**src/rtl/tmr_pkg.sv**
```systemverilog
// Package of register map, field layout and constants for the timer counter core
//
// What this block does
// - Up mode: overflow flag sets when counter rolls to zero after modulo.
// - Centre mode: flag sets at modulo, on the step down.
// - Flag clears only by status read while set, then writing zero.
// - New overflow during clear sequence restarts it; flag stays set.
// - Writing one to the flag leaves it unchanged.
// - Bit 6 enables interrupt request whenever the flag is one.
// - Centre select clear counts up; set counts up and down.
// - Clock field: none, bus clock, fixed system clock, external pin clock.
// - External and fixed clocks are synchronised to the bus clock.
// - Prescale field divides by two to the field value, 1 to 128.
// - Prescaler follows clock selection and synchronisation.
// - Reading either counter byte latches both until the next counter byte read.
// - Latch released by reset, counter write, or status register write.
// - Reset clears the counter.
// - Debug mode freezes counter and read latch, even on reads.
// - After modulo: restart at zero in up mode, count down in centre mode.
// - Writing one modulo byte suppresses overflow until the next modulo byte write.
// - Reset loads modulo with zero, counter free-running.
// - Any write to either counter byte resets the counter.
// - Modulo zero or all ones gives full-range free-running count.
package tmr_pkg;

   // ****************************************
   // Register byte addresses (one per word)
   // ****************************************
   localparam logic [3:0] TMR_ADR_STATUS_CONTROL = 4'h0;
   localparam logic [3:0] TMR_ADR_COUNTER_HIGH   = 4'h4;
   localparam logic [3:0] TMR_ADR_COUNTER_LOW    = 4'h8;
   localparam logic [3:0] TMR_ADR_MODULO_HIGH    = 4'hc;
   localparam logic [3:0] TMR_ADR_MODULO_LOW     = 4'h0; // at word 4, see upper bits
   localparam logic [4:0] TMR_ADR_MODULO_LOW_FULL = 5'h10;

   // ****************************************
   // Status/control field positions
   // ****************************************
   localparam int TMR_BIT_OVERFLOW_FLAG  = 7;
   localparam int TMR_BIT_IRQ_ENABLE     = 6;
   localparam int TMR_BIT_CENTER_SELECT  = 5;
   localparam int TMR_BIT_CLOCK_SEL_HI   = 4;
   localparam int TMR_BIT_CLOCK_SEL_LO   = 3;
   localparam int TMR_BIT_PRESCALE_HI    = 2;

   localparam logic [7:0]  TMR_STATUS_RESET  = 8'h00;
   localparam logic [15:0] TMR_COUNT_RESET   = 16'h0000;
   localparam logic [15:0] TMR_MODULO_RESET  = 16'h0000;
   localparam logic [15:0] TMR_COUNT_FULL    = 16'hffff;

   // ****************************************
   // Clock source encodings
   // ****************************************
   typedef enum logic [1:0] {
      TMR_CLK_NONE  = 2'b00,
      TMR_CLK_BUS   = 2'b01,
      TMR_CLK_FIXED = 2'b10,
      TMR_CLK_EXT   = 2'b11
   } tmr_clk_src_type;

   // Control fields grouped
   typedef struct packed {
      logic            irq_enable;
      logic            center_aligned_select;
      tmr_clk_src_type clock_select;
      logic [2:0]      prescale_select;
   } tmr_ctrl_type;

endpackage

```
**src/rtl/tmr_core.sv**
```systemverilog
// Timer counter core: status/control, counter with coherent reads, modulo
//
// Added by the designer: the address map and the Wishbone register port.
module tmr_core
   import tmr_pkg::*;
(
   // Clock and reset
   input  wire logic        clk,
   input  wire logic        sys_rst,
   // Wishbone slave
   input  wire logic        wb_cyc_i,
   input  wire logic        wb_stb_i,
   input  wire logic        wb_we_i,
   input  wire logic [4:0]  wb_adr_i,
   input  wire logic [3:0]  wb_sel_i,
   input  wire logic [31:0] wb_dat_i,
   output logic      [31:0] wb_dat_o,
   output logic             wb_ack_o,
   // Clock sources and debug
   input  wire logic        fixed_system_clock,
   input  wire logic        external_timer_clock,
   input  wire logic        background_debug,
   // Outputs to channels and interrupt controller
   output logic             overflow_irq,
   output logic      [15:0] counter_value,
   output logic             center_aligned_pwm
);

   // ****************************************
   // Bus decode
   // ****************************************
   logic        req;
   logic        rd_stb;
   logic        wr_stb;
   logic        lane0;
   logic        sel_sc;
   logic        sel_cnth;
   logic        sel_cntl;
   logic        sel_modh;
   logic        sel_modl;

   // Only byte lane 0 carries data; one access per ack
   assign req      = wb_cyc_i & wb_stb_i & ~wb_ack_o;
   assign lane0    = wb_sel_i[0];
   assign rd_stb   = req & ~wb_we_i;
   assign wr_stb   = req & wb_we_i & lane0;
   assign sel_sc   = (wb_adr_i == {1'b0, TMR_ADR_STATUS_CONTROL});
   assign sel_cnth = (wb_adr_i == {1'b0, TMR_ADR_COUNTER_HIGH});
   assign sel_cntl = (wb_adr_i == {1'b0, TMR_ADR_COUNTER_LOW});
   assign sel_modh = (wb_adr_i == {1'b0, TMR_ADR_MODULO_HIGH});
   assign sel_modl = (wb_adr_i == TMR_ADR_MODULO_LOW_FULL);

   // ****************************************
   // Control registers
   // ****************************************
   tmr_ctrl_type ctrl_r;
   logic         flag_r;
   logic         flag_armed_r;
   logic [15:0]  count_r;
   logic [15:0]  modulo_r;
   logic [7:0]   mod_hold_hi_r;
   logic         mod_pending_r;
   logic         down_r;
   logic [15:0]  latch_r;
   logic         latched_r;
   logic         ovf_event;
   logic         tick;

   always_ff @(posedge clk or posedge sys_rst) begin
      if (sys_rst) begin
         ctrl_r <= tmr_ctrl_type'(TMR_STATUS_RESET[6:0]);
      end else if (wr_stb && sel_sc) begin
         ctrl_r <= tmr_ctrl_type'(wb_dat_i[6:0]);
      end
   end

   // ****************************************
   // Overflow flag and its clear sequence
   // ****************************************
   always_ff @(posedge clk or posedge sys_rst) begin
      if (sys_rst) begin
         flag_r       <= 1'b0;
         flag_armed_r <= 1'b0;
      end else if (ovf_event) begin
         // Set beats clear; pending clear restarts
         flag_r       <= 1'b1;
         flag_armed_r <= 1'b0;
      end else if (rd_stb && sel_sc && flag_r) begin
         flag_armed_r <= 1'b1;
      end else if (wr_stb && sel_sc && flag_armed_r &&
                   !wb_dat_i[TMR_BIT_OVERFLOW_FLAG]) begin
         flag_r       <= 1'b0;
         flag_armed_r <= 1'b0;
      end
      // Writing one falls through all branches and changes nothing
   end

   // ****************************************
   // Clock source synchronisers and select
   // ****************************************
   logic [2:0] ext_sync_r;
   logic [2:0] fix_sync_r;
   logic       src_tick;

   // Stage 0 read only by stage 1; rising edge taken from stages 1 and 2
   always_ff @(posedge clk or posedge sys_rst) begin
      if (sys_rst) begin
         ext_sync_r <= 3'b000;
         fix_sync_r <= 3'b000;
      end else begin
         ext_sync_r <= {ext_sync_r[1:0], external_timer_clock};
         fix_sync_r <= {fix_sync_r[1:0], fixed_system_clock};
      end
   end

   // Pin limit keeps every pin edge visible to the synchroniser
   always_comb begin
      case (ctrl_r.clock_select)
         TMR_CLK_NONE:  src_tick = 1'b0;
         TMR_CLK_BUS:   src_tick = 1'b1;
         TMR_CLK_FIXED: src_tick = fix_sync_r[1] & ~fix_sync_r[2];
         TMR_CLK_EXT:   src_tick = ext_sync_r[1] & ~ext_sync_r[2];
         default:       src_tick = 1'b0;
      endcase
   end

   // ****************************************
   // Prescaler on the selected source
   // ****************************************
   logic [6:0] presc_r;
   logic [6:0] presc_mask;

   // Divide by 2**field: terminal when masked low bits are all ones
   assign presc_mask = 7'(({7'b0, 1'b1} << ctrl_r.prescale_select) - 8'd1);
   assign tick = src_tick && ((presc_r & presc_mask) == presc_mask)
                 && !background_debug;

   always_ff @(posedge clk or posedge sys_rst) begin
      if (sys_rst) begin
         presc_r <= 7'h00;
      end else if (ctrl_r.clock_select == TMR_CLK_NONE) begin
         presc_r <= 7'h00;
      end else if (src_tick && !background_debug) begin
         presc_r <= 7'(presc_r + 7'd1);
      end
   end

   // ****************************************
   // Counter
   // ****************************************
   logic        at_top;
   logic        full_range;
   logic        cnt_wr;

   // Zero or all ones both mean the full 16-bit range
   assign full_range = (modulo_r == TMR_MODULO_RESET) || (modulo_r == TMR_COUNT_FULL);
   assign at_top     = full_range ? (count_r == TMR_COUNT_FULL) : (count_r == modulo_r);
   assign cnt_wr     = wr_stb && (sel_cnth || sel_cntl);
   assign ovf_event  = tick && at_top && !mod_pending_r
                       && (ctrl_r.center_aligned_select ? !down_r : 1'b1);

   always_ff @(posedge clk or posedge sys_rst) begin
      if (sys_rst) begin
         count_r <= TMR_COUNT_RESET;
         down_r  <= 1'b0;
      end else if (cnt_wr) begin
         count_r <= TMR_COUNT_RESET;
         down_r  <= 1'b0;
      end else if (tick) begin
         if (!ctrl_r.center_aligned_select) begin
            down_r  <= 1'b0;
            count_r <= at_top ? TMR_COUNT_RESET : 16'(count_r + 16'd1);
         end else if (!down_r) begin
            if (at_top) begin
               down_r  <= 1'b1;
               count_r <= 16'(count_r - 16'd1);
            end else begin
               count_r <= 16'(count_r + 16'd1);
            end
         end else if (count_r == TMR_COUNT_RESET) begin
            down_r  <= 1'b0;
            count_r <= 16'(count_r + 16'd1);
         end else begin
            count_r <= 16'(count_r - 16'd1);
         end
      end
   end

   // ****************************************
   // Modulo register with byte pairing
   // ****************************************
   // High byte is staged and lands with the next low write, or at once while mod_pending_r is set; a low write alone loads modulo with the staged high byte
   always_ff @(posedge clk or posedge sys_rst) begin
      if (sys_rst) begin
         modulo_r      <= TMR_MODULO_RESET;
         mod_hold_hi_r <= TMR_MODULO_RESET[15:8];
         mod_pending_r <= 1'b0;
      end else if (wr_stb && sel_modh) begin
         mod_hold_hi_r <= wb_dat_i[7:0];
         mod_pending_r <= ~mod_pending_r;
         if (mod_pending_r) begin
            modulo_r <= {wb_dat_i[7:0], modulo_r[7:0]};
         end
      end else if (wr_stb && sel_modl) begin
         mod_pending_r <= ~mod_pending_r;
         modulo_r      <= {mod_hold_hi_r, wb_dat_i[7:0]};
      end
   end

   // ****************************************
   // Coherent counter read latch
   // ****************************************
   logic cnt_rd;
   assign cnt_rd = rd_stb && (sel_cnth || sel_cntl) && !background_debug;

   always_ff @(posedge clk or posedge sys_rst) begin
      if (sys_rst) begin
         latch_r   <= TMR_COUNT_RESET;
         latched_r <= 1'b0;
      end else if (cnt_wr || (wr_stb && sel_sc)) begin
         latched_r <= 1'b0;
      end else if (cnt_rd) begin
         // Frozen in debug: cnt_rd is held off
         if (!latched_r) begin
            latch_r   <= count_r;
            latched_r <= 1'b1;
         end else begin
            latched_r <= 1'b0;
         end
      end
   end

   // ****************************************
   // Read data and acknowledge
   // ****************************************
   logic [15:0] rd_cnt;
   logic [7:0]  rd_byte;

   assign rd_cnt = latched_r ? latch_r : count_r;

   always_comb begin
      rd_byte = 8'h00;
      if (sel_sc) begin
         rd_byte = {flag_r, ctrl_r};
      end else if (sel_cnth) begin
         rd_byte = rd_cnt[15:8];
      end else if (sel_cntl) begin
         rd_byte = rd_cnt[7:0];
      end else if (sel_modh) begin
         rd_byte = modulo_r[15:8];
      end else if (sel_modl) begin
         rd_byte = modulo_r[7:0];
      end
   end

   always_ff @(posedge clk or posedge sys_rst) begin
      if (sys_rst) begin
         wb_ack_o <= 1'b0;
         wb_dat_o <= 32'h0000_0000;
      end else begin
         wb_ack_o <= req;
         wb_dat_o <= rd_stb ? {24'h00_0000, rd_byte} : 32'h0000_0000;
      end
   end

   // ****************************************
   // Outputs
   // ****************************************
   always_ff @(posedge clk or posedge sys_rst) begin
      if (sys_rst) begin
         overflow_irq       <= 1'b0;
         counter_value      <= TMR_COUNT_RESET;
         center_aligned_pwm <= 1'b0;
      end else begin
         overflow_irq       <= flag_r && ctrl_r.irq_enable;
         counter_value      <= count_r;
         center_aligned_pwm <= ctrl_r.center_aligned_select;
      end
   end

endmodule

```
**config.mk**
```make
export PLATFORM = sky130hd
export DESIGN_NAME = tmr_core
export DESIGN_NICKNAME = d
export VERILOG_FILES = /design/src/rtl/tmr_pkg.sv /design/src/rtl/tmr_core.sv
export SDC_FILE = /design/constraint.sdc
export NUM_CORES = 1
export LEC_CHECK = 0
export ABC_AREA = 1
export BUFFER_PORTS_ARGS = -buffer_cell sky130_fd_sc_hd__buf_2
export CAP_MARGIN = 10
export CORE_MARGIN = 3
export CORE_UTILIZATION = 50
export CTS_BUF_LIST = sky130_fd_sc_hd__clkbuf_8
export DETAILED_ROUTE_END_ITERATION = 10
export GPL_ROUTABILITY_DRIVEN = 0
export GPL_TIMING_DRIVEN = 0
export PLACE_DENSITY = 0.83
export SLEW_MARGIN = 20
export SYNTH_ARGS = -nofsm -noshare
export SYNTH_HDL_FRONTEND = slang
export SYNTH_SLANG_ARGS = --single-unit
```
**constraint.sdc**
```tcl
create_clock -name clk -period 6.1 [get_ports clk]
set_input_delay 0.305 -clock clk [delete_from_list [all_inputs] [get_ports clk]]
set_output_delay 0.305 -clock clk [all_outputs]
set_load 0.005 [all_outputs]
```
==> results of run 1 <==
-- stage by stage --
stage	std cells	total power, mW
finish	1073	1.43
global route	1073	1.50
global placement	1054	1.00
floorplan	842	0.947
detailed placement	1055	1.01
CTS	1073	1.43
-- registers in the layout, indices dropped and copies added, names as in the netlist --
name / cells
center_aligned_pwm: 1
count_r: 16
counter_value: 16
ctrl_r: 7
down_r: 1
ext_sync_r: 3
fix_sync_r: 3
flag_armed_r: 1
flag_r: 1
latch_r: 16
latched_r: 1
mod_hold_hi_r: 8
mod_pending_r: 1
modulo_r: 16
overflow_irq: 1
presc_r: 7
wb_ack_o: 1
wb_dat_o: 8
-- how the worst min path moves through the flow --
stage | start | end | slack [ns] | cells past startpoint
floorplan | ext_sync_r[0]$_DFF_PP0_ | ext_sync_r[1]$_DFF_PP0_ | 0.33 | 0
detailed placement | sys_rst | mod_hold_hi_r[4]$_DFFE_PP0P_ | 0.34 | 2
global route | external_timer_clock | ext_sync_r[0]$_DFF_PP0_ | 0.0002 | 1
CTS | external_timer_clock | ext_sync_r[0]$_DFF_PP0_ | 0.003 | 1
global placement | ext_sync_r[0]$_DFF_PP0_ | ext_sync_r[1]$_DFF_PP0_ | 0.33 | 0
finish | external_timer_clock | ext_sync_r[0]$_DFF_PP0_ | 0.01 | 1
-- cell families after synthesis --
group | after synthesis | share of synthesized area (%)
XOR/XNOR | 24 | 3.40
flip-flops | 108 | 43.8
other | 1 | 0.0607
adder cells (fa/ha/maj) | 4 | 0.811
AO/OA/AOI/OAI | 127 | 11.4
AND/OR/NAND/NOR | 409 | 29.6
buffers and inverters | 145 | 10.7
multiplexers | 1 | 0.182
-- layout by cell type, fill, tap and decap left out, drive strengths merged --
cell and instances:
o21a 5, a211oi 5, dfrtp 108, o211ai 2, nor3 12, conb 24, xor2 23, dlygate4sd3 2
xnor2 1, and2 3, clkinv 5, ha 4, o31ai 1, clkinvlp 1, nor2 81, o221ai 6
o21ai 77, inv 95, a21oi 25, nand2 216, nand4 27, mux2 1, nor4 5, a31oi 1
o22ai 3, nand3b 1, clkbuf 26, nand3 64, a221oi 2, buf 83
-- synth_stat cells, types with 3 or more instances --
| cell | number | area [um2] |
|---|---|---|
| a211oi_1 | 5 | 37.5 |
| a21oi_1 | 25 | 125 |
| and2_1 | 3 | 18.8 |
| buf_2 | 5 | 25.0 |
| buf_4 | 27 | 203 |
| clkbuf_1 | 16 | 60.1 |
| clkinv_1 | 3 | 11.3 |
| dfrtp_1 | 108 | 2700 |
| ha_1 | 4 | 50.1 |
| inv_1 | 87 | 327 |
| inv_2 | 5 | 18.8 |
| nand2_1 | 208 | 781 |
| nand2_2 | 7 | 43.8 |
| nand3_1 | 63 | 315 |
| nand4_1 | 26 | 163 |
| nor2_1 | 76 | 285 |
| nor3_1 | 8 | 40.0 |
| nor3_2 | 4 | 40.0 |
| nor4_1 | 5 | 31.3 |
| o21a_1 | 5 | 37.5 |
| o21ai_0 | 71 | 355 |
| o21ai_1 | 5 | 25.0 |
| o221ai_1 | 6 | 52.6 |
| o22ai_1 | 3 | 18.8 |
| xor2_1 | 23 | 201 |
-- what timing repair did --
| action | in CTS | in global routing |
|---|---|---|
| buffers inserted | 0 | 0 |
| hold buffers | 2 | 0 |
| endpoints found under the hold margin | 45 | 0 |
-- routing by layer --
metal / GRT usage, % / vias to the layer above / share of wire (%)
li1: - / 2773 / -
met5: 0 / - / 0
met3: 5.04 / 38 / 7.7
met1: 33.4 / 2646 / 44
met2: 36.4 / 243 / 45
met4: 9.79 / 0 / 2.9
-- area by class of cell --
type,instances,area [um2],share of cell area [%]
timing repair buffer,51,288,4.14
sequential,108,2700,38.9
inverter,95,362,5.20
multi-input combinational,589,2900,41.7
tap,164,205,2.95
clock inverter,6,53.8,0.774
clock buffer,10,138,1.98
buffer,50,303,4.36
-- power by group through the flow --
stage | Clock (mW) | Combinational, mW | Sequential (mW)
final | 0.425 | 0.228 | 0.775
after global routing | 0.461 | 0.265 | 0.779
after CTS | 0.435 | 0.226 | 0.774
after detailed placement | 0 | 0.224 | 0.787
after global placement | 0 | 0.216 | 0.786
after floorplan | 0 | 0.165 | 0.781
==> summary.txt, run 1 <==
Synthesis
  – Synthesis-stage register bit count: 108
  – Sequential share of the synthesized area: 43.8%
  – EDFF count, synth: 0
  – Syn Std Cell Area: 6170 um2
  – Synth warn: 0
  – Main synth FF type: dfrtp_1
  – Avg Inst Size Synth: 7.54 um2
  – Syn Inst Count: 819
  – FFs w/ async S/R, synth: 100%
  – Post-synth cell types: 42

Critical path
  – Critical path launch point type: register
  – Setup crit end kind: register
  – FF-to-FF path depth: 13
  – Worst-path cell chain: inv_1 > nand2_1 > o221ai_1 > nand2_1 > inv_1 > nand2_1 > a21oi_1 > nand3_1 > nor2_4 > inv_1 > nor2_2 > o21ai_1 > nand3_1
  – WP depth: 13
  – Critical Path Fanout Max: 9
  – Crit. Startpoint: ctrl_r[3]$_DFFE_PP0P_
  – WS Path Type: reg2reg
  – Max incr delay on CP: 0.42 ns
  – WP data required: 6.42 ns
  – Reg2reg end: count_r[10]$_DFFE_PP0P_
  – Top Family by Delay on Critical Path: simple AND/OR/NAND/NOR gates
  – Crit path to: count_r[10]$_DFFE_PP0P_
  – Crit path buf inv count: 3
  – Slowest stage cell, crit path: dfrtp_1
  – Critical Path AT: 2.92 ns
  – R2r setup slk: 3.50 ns
  – Critical R2R Launch: ctrl_r[3]$_DFFE_PP0P_

Power
  – Sw frac: 30.4%
  – Pleak: 3.71 nW
  – Maximum VDD drop: 0.166 mV
  – Comb pwr share: 15.9%
  – Seq pwr share: 54.3%
  – Psw: 433 uW
  – Clk pwr share: 29.8%
  – P per Cell Area: 205 nW/um2
  – Internal: 994 uW

Global routing
  – Vias in the first global route: 5265
  – First-pass GRT wire length: 25600 um
  – Initial antenna violation count: 0
  – GR Overflow Total: 0
  – Largest net degree at the start of global routing: 65
  – GRT Resource Usage Total: 23.9%

Timing
  – Max Slew Vio Count: 0
  – Worst Max-Slew Pin Slew: 0.514 ns
  – Max-slew headroom: 65.7%
  – Post-route setup TNS: 0 ns
  – Worst Hold Slack: 0.0148 ns
  – Unrepaired setup endpoints after global routing: false
  – Clock Skew: 0.0235 ns
  – Setup ws final: 3.50 ns
  – Final setup fails: 0
  – Tcrit/Tclk final: 42.7%
  – Max Fclk: 384 MHz
  – Hold Violations, Final: 0
  – Min cycle time layout: 2.60 ns

CTS
  – CTS buffer count: 9
  – CTS tree: done
  – Reg clk slew, reported paths: 0.12 ns
  – CTS sink count: 108
  – H-tree lvl count: 3
  – # resized after CTS: 0
  – Root buffer cell: clkbuf_8
  – Maximum buffer depth of the clock tree: 2
  – Clock latency on the worst-skew pair: 0.40 ns

Place
  – Worst slack at placement: 3.58 ns
  – Port buffer count: 48
  – Placed Instance Area: 6740 um2
  – HPWL after DPL: 11800 um

Detailed routing
  – DRC violations left: 0
  – Drt total wl: 15400 um
  – Routed vias/inst: 5.31
  – Wire per inst: 14.4 um
  – Post-DRT Antenna Nets: 0
  – Vias: 5700
  – Iteration-0 DRC Markers: 494
  – DR pass1 iterations: 5

Floorplan
  – Width of the chip: 117 um
  – Core area: 11800 um2
  – IO Count: 100
  – Die height: 117 um
  – Die area: 13700 um2
  – Row count: 39
  – Initial core utilization: 52.5%

Job
  – Number of max-cap violations: 0

Cells and area
  – Share of cells above drive strength 1: 13.8%
  – Final nets: 957
  – Design area: 6950 um2
  – ANT cells: 0
  – Util after Layout: 59.1%
  – P&R area growth vs syn: 12.6%
  – Layout filler cell count: 1069

Run status
  – Status: finished clean

Min path
  – Hold WC Path Type: in2reg
(Power assumes the default switching activity.)
==> inputs of run 2 (changes only) <==
- PLACE_DENSITY: 0.83 -> 0.86
- clock period: 6.1 -> 2.2 ns (I/O delays scaled with it)
==> run 2 against run 1 <==
  * The flow now finishes with violations (design-rule violations, negative setup slack)
  * Setup slack worse by 3.7 ns
  * Non-clock buffer count increased by 33
  * Largest power group unchanged
  * Highest routed layer unchanged
  * Power grew to 2.8 times the previous value
  * Fmax rose by 7.3%
  * First-iteration DRC count rose by 51%
==> summary.txt, run 2 (same netlist as run 1, synthesis figures left out) <==
Global routing
  – Met1 GRT Util: 33.9% (was 33.4%)
  – GRT Resource Usage Total: 25.5% (was 23.9%)
  – Largest net degree at the start of global routing: 37 (was 65)
  – First-pass GRT wire length: 27000 um (was 25600 um)
  – Most used routing layer: met2 (unchanged)
  – Initial antenna violation count: 0 (unchanged)
  – GR Util met3: 5.14% (was 5.04%)
  – Vias in the first global route: 5432 (was 5265)
  – GR Overflow Total: 0 (unchanged)
  – GR Util met2: 40.3% (was 36.4%)

Place
  – Placed Instance Area: 6770 um2 (was 6740 um2)
  – HPWL after DPL: 11900 um (was 11800 um)
  – Port buffer count: 48 (unchanged)
  – Worst slack at placement: -0.261 ns (was 3.58 ns)

Floorplan
  – Row count: 39 (unchanged)
  – Die height: 117 um (unchanged)
  – Width of the chip: 117 um (unchanged)
  – IO Count: 100 (unchanged)
  – Initial core utilization: 52.5% (unchanged)
  – Die area: 13700 um2 (unchanged)
  – Core area: 11800 um2 (unchanged)

Cells and area
  – Final nets: 991 (was 957)
  – P&R area growth vs syn: 20.9% (was 12.6%)
  – Most common cell after layout, fill and taps aside: nand2_1 (unchanged)
  – Share of cells above drive strength 1: 20.5% (was 13.8%)
  – Layout filler cell count: 986 (was 1069)
  – ANT cells: 0 (unchanged)
  – Most frequent cells in the layout: 197 x nand2_1, 102 x dfrtp_1, 84 x inv_1, 70 x o21ai_0, 60 x nor2_1 (was 208 x nand2_1, 108 x dfrtp_1, 86 x inv_1, 76 x nor2_1, 71 x o21ai_0)
  – Design area: 7470 um2 (was 6950 um2)

CTS
  – Maximum buffer depth of the clock tree: 2 (unchanged)
  – CTS tree: done (unchanged)
  – Root buffer cell: clkbuf_8 (unchanged)
  – Clock latency on the worst-skew pair: 0.42 ns (was 0.40 ns)
  – Reg clk slew, reported paths: 0.12 ns (about the same)
  – CTS buffer count: 9 (unchanged)
  – CTS sink count: 108 (unchanged)
  – H-tree lvl count: 3 (unchanged)

Timing
  – Unrepaired setup endpoints after global routing: true (was false)
  – Max-slew headroom: 63.1% (was 65.7%)
  – Worst Max-Slew Pin Slew: 0.554 ns (was 0.514 ns)
  – Final setup fails: 19 (was 0)
  – Clock Skew: 0.0251 ns (was 0.0235 ns)
  – Min cycle time layout: 2.43 ns (was 2.60 ns)
  – Max Slew Vio Count: 0 (unchanged)
  – Tcrit/Tclk final: 110% (was 42.7%)
  – Hold Violations, Final: 0 (unchanged)
  – Max Fclk: 412 MHz (was 384 MHz)
  – Worst Hold Slack: 0.0741 ns (was 0.0148 ns)
  – Setup ws final: -0.225 ns (was 3.50 ns)

Detailed routing
  – Wire per inst: 15.7 um (was 14.4 um)
  – Post-DRT Antenna Nets: 0 (unchanged)
  – DRC violations left: 1 (was 0)
  – Drt total wl: 17400 um (was 15400 um)
  – Routed vias/inst: 5.53 (was 5.31)
  – Iteration-0 DRC Markers: 745 (was 494)
  – Vias: 6119 (was 5700)
  – DR pass1 iterations: 8 (was 5)

Critical path
  – Critical Path AT: 2.71 ns (was 2.92 ns)
  – WS Path Type: reg2reg (unchanged)
  – Critical Path Fanout Max: 7 (was 9)
  – Critical path launch point type: register (unchanged)
  – WP data required: 2.49 ns (was 6.42 ns)
  – Setup crit end kind: register (unchanged)

Run status
  – Failing checks: design-rule violations, negative setup slack
  – Status: complete, but fails checks (was finished clean)

Power
  – Clk pwr share: 29.1% (was 29.8%)
  – Psw: 1.25 mW (was 433 uW)
  – Comb pwr share: 17.2% (was 15.9%)
  – Maximum VDD drop: 0.490 mV (was 0.166 mV)
  – Internal: 2.75 mW (was 994 uW)
  – Sw frac: 31.3% (was 30.4%)
  – Seq pwr share: 53.7% (was 54.3%)
  – P per Cell Area: 536 nW/um2 (was 205 nW/um2)
  – Pleak: 3.94 nW (was 3.71 nW)

Min path
  – Hold WC Path Type: in2reg (unchanged)

Job
  – Number of max-cap violations: 0 (unchanged)
## run 2: cell count changes in the layout (fill, tap and decap cells not counted), sizes merged
cell         change
buf             +22
dlygate4sd3     +11
clkinv           +2
inv              -2
clkbuf           -1
clkinvlp         +1
nand2            +1
## run 2: final timing paths
kind | startpoint | to | slack (ns) | depth (start not counted)
min | wb_we_i | wb_dat_o[7]$_DFF_PP0_ | 0.07 | 4
max reg2reg | modulo_r[13]$_DFFE_PP0P_ | count_r[5]$_DFFE_PP0P_ | -0.23 | 17
min reg2reg | ext_sync_r[0]$_DFF_PP0_ | ext_sync_r[1]$_DFF_PP0_ | 0.36 | 0
max in group asynchronous | sys_rst | latch_r[5]$_DFFE_PP0P_ | 1.37 | 5
min in group asynchronous | sys_rst | mod_hold_hi_r[4]$_DFFE_PP0P_ | 0.14 | 3
max | modulo_r[13]$_DFFE_PP0P_ | count_r[5]$_DFFE_PP0P_ | -0.23 | 17
## run 2: layer usage
layer / routed length, um / vias up
met3: 1810 / 82
li1: - / 2859
met5: 0 / -
met1: 6940 / 2801
met4: 667 / 0
met2: 8010 / 377
## run 2: metrics by stage
step	std cells	utilization, %	total power, mW	TNS, ns
3_5_place_dp	1057	57.6	2.81	-3.51
4_1_cts	1094	61.7	3.98	-0.000208
3_3_place_gp	1054	57.1	2.78	-2.15
5_1_grt	1107	63.5	4.19	-5.15
2_1_floorplan	842	-	2.63	0
6_report	1107	63.5	4.00	-3.15
## run 2: repair_timing
item / in CTS / in global routing
resized for setup: 28 / 37
buffers inserted: 7 / 11
endpoints found under the setup margin: 18 / 32
cloned: 1 / 2
pin swaps: 9 / 38
hold buffers: 13 / 0
hold endpoints to repair: 89 / 0
## run 2: critical path, cell delays in order, from the launching register on
cell and delay, ns:
dfrtp_1 0.46, nor2_2 0.14, nand2_1 0.09, nor2_2 0.17
nand2_4 0.11, buf_4 0.18, nand4_1 0.08, nand2_1 0.10
nor2_1 0.16, nand2_1 0.10, nor2_2 0.13, nand2_4 0.12
nand2_2 0.09, nand3_1 0.08, nand2_1 0.09, nand2_1 0.05
nand2_1 0.07, nand2_1 0.06
## run 2: power groups by stage
stage	logic [mW]	registers (mW)	clock network, mW
after global placement	0.599	2.18	0
after global routing	0.785	2.16	1.25
after floorplan	0.459	2.17	0
after CTS	0.660	2.15	1.17
final	0.690	2.15	1.16
after detailed placement	0.629	2.18	0
## run 2: layout make-up
type	count	area (um2)	share of cell area (%)
tap	164	205	2.75
buffer	50	323	4.32
inverter	95	360	4.83
sequential	108	2710	36.3
clock buffer	9	124	1.66
clock inverter	7	60.1	0.804
timing repair buffer	84	609	8.16
multi-input combinational	590	3070	41.2
==> inputs of run 3 (changes only) <==
- BUFFER_PORTS_ARGS: -buffer_cell sky130_fd_sc_hd__buf_2 -> -buffer_cell sky130_fd_sc_hd__buf_4
==> run 3 against run 2 <==
  * The flow finishes with violations (negative setup slack)
  * Worst hold slack worse by 0.0081 ns
  * Final cell count is 0.81% lower
  * Global-route usage is 0.11 points lower
  * Setup slack better by 0.12 ns
  * Clock power is 3% higher
  * Combinational power is 2% higher
  * Largest cell class unchanged
==> summary.txt, run 3 (same netlist as run 1, synthesis figures left out) <==
CTS
  – Reg clk slew, reported paths: 0.11 ns (was 0.12 ns)
  – CTS buffer count: 9 (unchanged)
  – CTS tree: done (unchanged)
  – CTS sink count: 108 (unchanged)
  – Root buffer cell: clkbuf_8 (unchanged)
  – Maximum buffer depth of the clock tree: 2 (unchanged)
  – H-tree lvl count: 3 (unchanged)
  – Clock latency on the worst-skew pair: 0.40 ns (was 0.42 ns)

Detailed routing
  – Post-DRT Antenna Nets: 0 (unchanged)
  – Routed vias/inst: 5.42 (was 5.53)
  – Iteration-0 DRC Markers: 628 (was 745)
  – Wire per inst: 15.1 um (was 15.7 um)
  – DRC violations left: 0 (was 1)
  – DR pass1 iterations: 6 (was 8)
  – Vias: 5947 (was 6119)
  – Drt total wl: 16600 um (was 17400 um)

Timing
  – Hold Violations, Final: 0 (unchanged)
  – Max Slew Vio Count: 0 (unchanged)
  – Setup ws final: -0.107 ns (was -0.225 ns)
  – Worst Hold Slack: 0.0660 ns (was 0.0741 ns)
  – Unrepaired setup endpoints after global routing: true (unchanged)
  – Max Fclk: 434 MHz (was 412 MHz)
  – Clock Skew: 0.0213 ns (was 0.0251 ns)
  – Tcrit/Tclk final: 105% (was 110%)
  – Min cycle time layout: 2.31 ns (was 2.43 ns)
  – Final setup fails: 15 (was 19)

Place
  – Placed Instance Area: 6890 um2 (was 6770 um2)
  – Port buffer count: 48 (unchanged)
  – HPWL after DPL: 11800 um (was 11900 um)

Global routing
  – Initial antenna violation count: 0 (unchanged)
  – Largest net degree at the start of global routing: 37 (unchanged)
  – First-pass GRT wire length: 27300 um (was 27000 um)
  – GRT Resource Usage Total: 25.4% (was 25.5%)
  – GR Overflow Total: 0 (unchanged)
  – Vias in the first global route: 5453 (was 5432)

Cells and area
  – Most common cell after layout, fill and taps aside: nand2_1 (unchanged)
  – ANT cells: 0 (unchanged)
  – Most frequent cells in the layout: 200 x nand2_1, 103 x dfrtp_1, 87 x buf_4, 84 x inv_1, 70 x o21ai_0 (was 197 x nand2_1, 102 x dfrtp_1, 84 x inv_1, 70 x o21ai_0, 60 x nor2_1)
  – P&R area growth vs syn: 21.4% (was 20.9%)
  – Final nets: 983 (was 991)
  – Design area: 7500 um2 (was 7470 um2)
  – Share of cells above drive strength 1: 19.0% (was 20.5%)

Critical path
  – Critical Path Most Common Cell: nand2_2 (was nand2_1)
  – WP data required: 2.46 ns (was 2.49 ns)
  – Setup crit end kind: register (unchanged)
  – Critical R2R Launch: modulo_r[12]$_DFFE_PP0P_ (was modulo_r[13]$_DFFE_PP0P_)
  – Critical path launch point type: register (unchanged)
  – Slowest stage cell, crit path: dfrtp_1 (unchanged)
  – WS Path Type: reg2reg (unchanged)
  – R2r setup slk: -0.11 ns (was -0.23 ns)
  – Worst-path cell chain: nand4_1 > nor2_2 > nand2_2 > buf_4 > nand4_1 > nand2_2 > nor2_2 > nand2_2 > nor2_8 > nand3_1 > nand2_2 > nor2_4 > o21ai_1 > nand3_1 (was nor2_2 > nand2_1 > nor2_2 > nand2_4 > buf_4 > nand4_1 > nand2_1 > nor2_1 > nand2_1 > nor2_2 > nand2_4 > nand2_2 > nand3_1 > nand2_1 > nand2_1 > nand2_1 > nand2_1)
  – Critical Path AT: 2.57 ns (was 2.71 ns)
  – Critical Path Fanout Max: 8 (was 7)
  – FF-to-FF path depth: 14 (was 17)
  – Max incr delay on CP: 0.45 ns (was 0.46 ns)
  – Reg2reg end: count_r[10]$_DFFE_PP0P_ (was count_r[5]$_DFFE_PP0P_)

Floorplan
  – Width of the chip: 117 um (unchanged)
  – IO Count: 100 (unchanged)
  – Core area: 11800 um2 (unchanged)
  – Die height: 117 um (unchanged)
  – Die area: 13700 um2 (unchanged)
  – Row count: 39 (unchanged)
  – Initial core utilization: 52.5% (unchanged)

Min path
  – Min-delay src: background_debug (was wb_we_i)
  – Hold EP: presc_r[0]$_DFFE_PP0P_ (was wb_dat_o[7]$_DFF_PP0_)
  – Hold Path Depth: 4 (unchanged)
  – Hold WC Path Type: in2reg (unchanged)

Job
  – Number of max-cap violations: 0 (unchanged)

Power
  – P per Cell Area: 540 nW/um2 (was 536 nW/um2)
  – Pleak: 3.92 nW (was 3.94 nW)
  – Maximum VDD drop: 0.377 mV (was 0.490 mV)

Run status
  – Status: complete, but fails checks (unchanged)
  – Failing checks: negative setup slack (was design-rule violations, negative setup slack)
[run 3: cell count changes in the layout (fill, tap and decap cells not counted), moves of 2 or more]
cell and delta:
nor3_2 -2, nand2_1 +3, nor2_1 +2, buf_12 -2, inv_6 -2, buf_4 +44, nand2_2 -2, nand2_4 -3
nor2_2 -2, buf_2 -48
[run 3: worst max path at each step]
stage / endpoint / start / depth (start not counted)
global placement: count_r[10]$_DFFE_PP0P_ / ctrl_r[3]$_DFFE_PP0P_ / 13
global route: count_r[7]$_DFFE_PP0P_ / modulo_r[12]$_DFFE_PP0P_ / 15
detailed placement: count_r[10]$_DFFE_PP0P_ / ctrl_r[3]$_DFFE_PP0P_ / 13
finish: count_r[10]$_DFFE_PP0P_ / modulo_r[12]$_DFFE_PP0P_ / 14
floorplan: count_r[15]$_DFFE_PP0P_ / count_r[2]$_DFFE_PP0P_ / 14
CTS: count_r[7]$_DFFE_PP0P_ / modulo_r[8]$_DFFE_PP0P_ / 15
[run 3: layer usage]
metal / GRT usage [%] / routed length (um)
met5: 0 / 0
met2: 39.4 / 7710
met3: 5.30 / 1630
met1: 34.7 / 6700
met4: 10.4 / 558
[run 3: worst max-delay path: cells and delay by family (launching register included)]
| family | cells | cell delay, ns |
|---|---|---|
| flops | 1 | 0.45 |
| compound gates | 1 | 0.08 |
| buf+inv | 1 | 0.16 |
| simple gates | 12 | 1.50 |
[run 3: final cells by class]
type	count	area, um2
buffer	50	323
clock buffer	9	124
clock inverter	6	66.3
fill	969	4260
inverter	95	367
multi-input combinational	589	3060
sequential	108	2710
tap	164	205
timing repair buffer	77	648
[run 3: power breakdown]
part           switching [mW]  internal (mW)
Combinational           0.449          0.253
Clock                   0.679          0.524
Sequential             0.0661           2.08
Total                    1.19           2.86
[run 3: stage by stage]
step	TNS [ns]	total power, mW	setup slack [ns]	util (%)	instances
2_1_floorplan	0	2.63	0.272	-	842
3_3_place_gp	-2.20	2.79	-0.190	58.1	1054
3_5_place_dp	-2.89	2.82	-0.250	58.6	1057
4_1_cts	0	4.03	0.00416	62.0	1089
5_1_grt	-3.42	4.25	-0.237	63.8	1098
6_report	-0.855	4.05	-0.107	63.8	1098
[run 3: repair_timing]
item / CTS / global route
hold buffers: 13 / 0
hold endpoints to repair: 90 / 0
pin swaps: 4 / 19
setup endpoints to repair: 18 / 32
buffers inserted: 4 / 9
gates resized for setup: 20 / 37
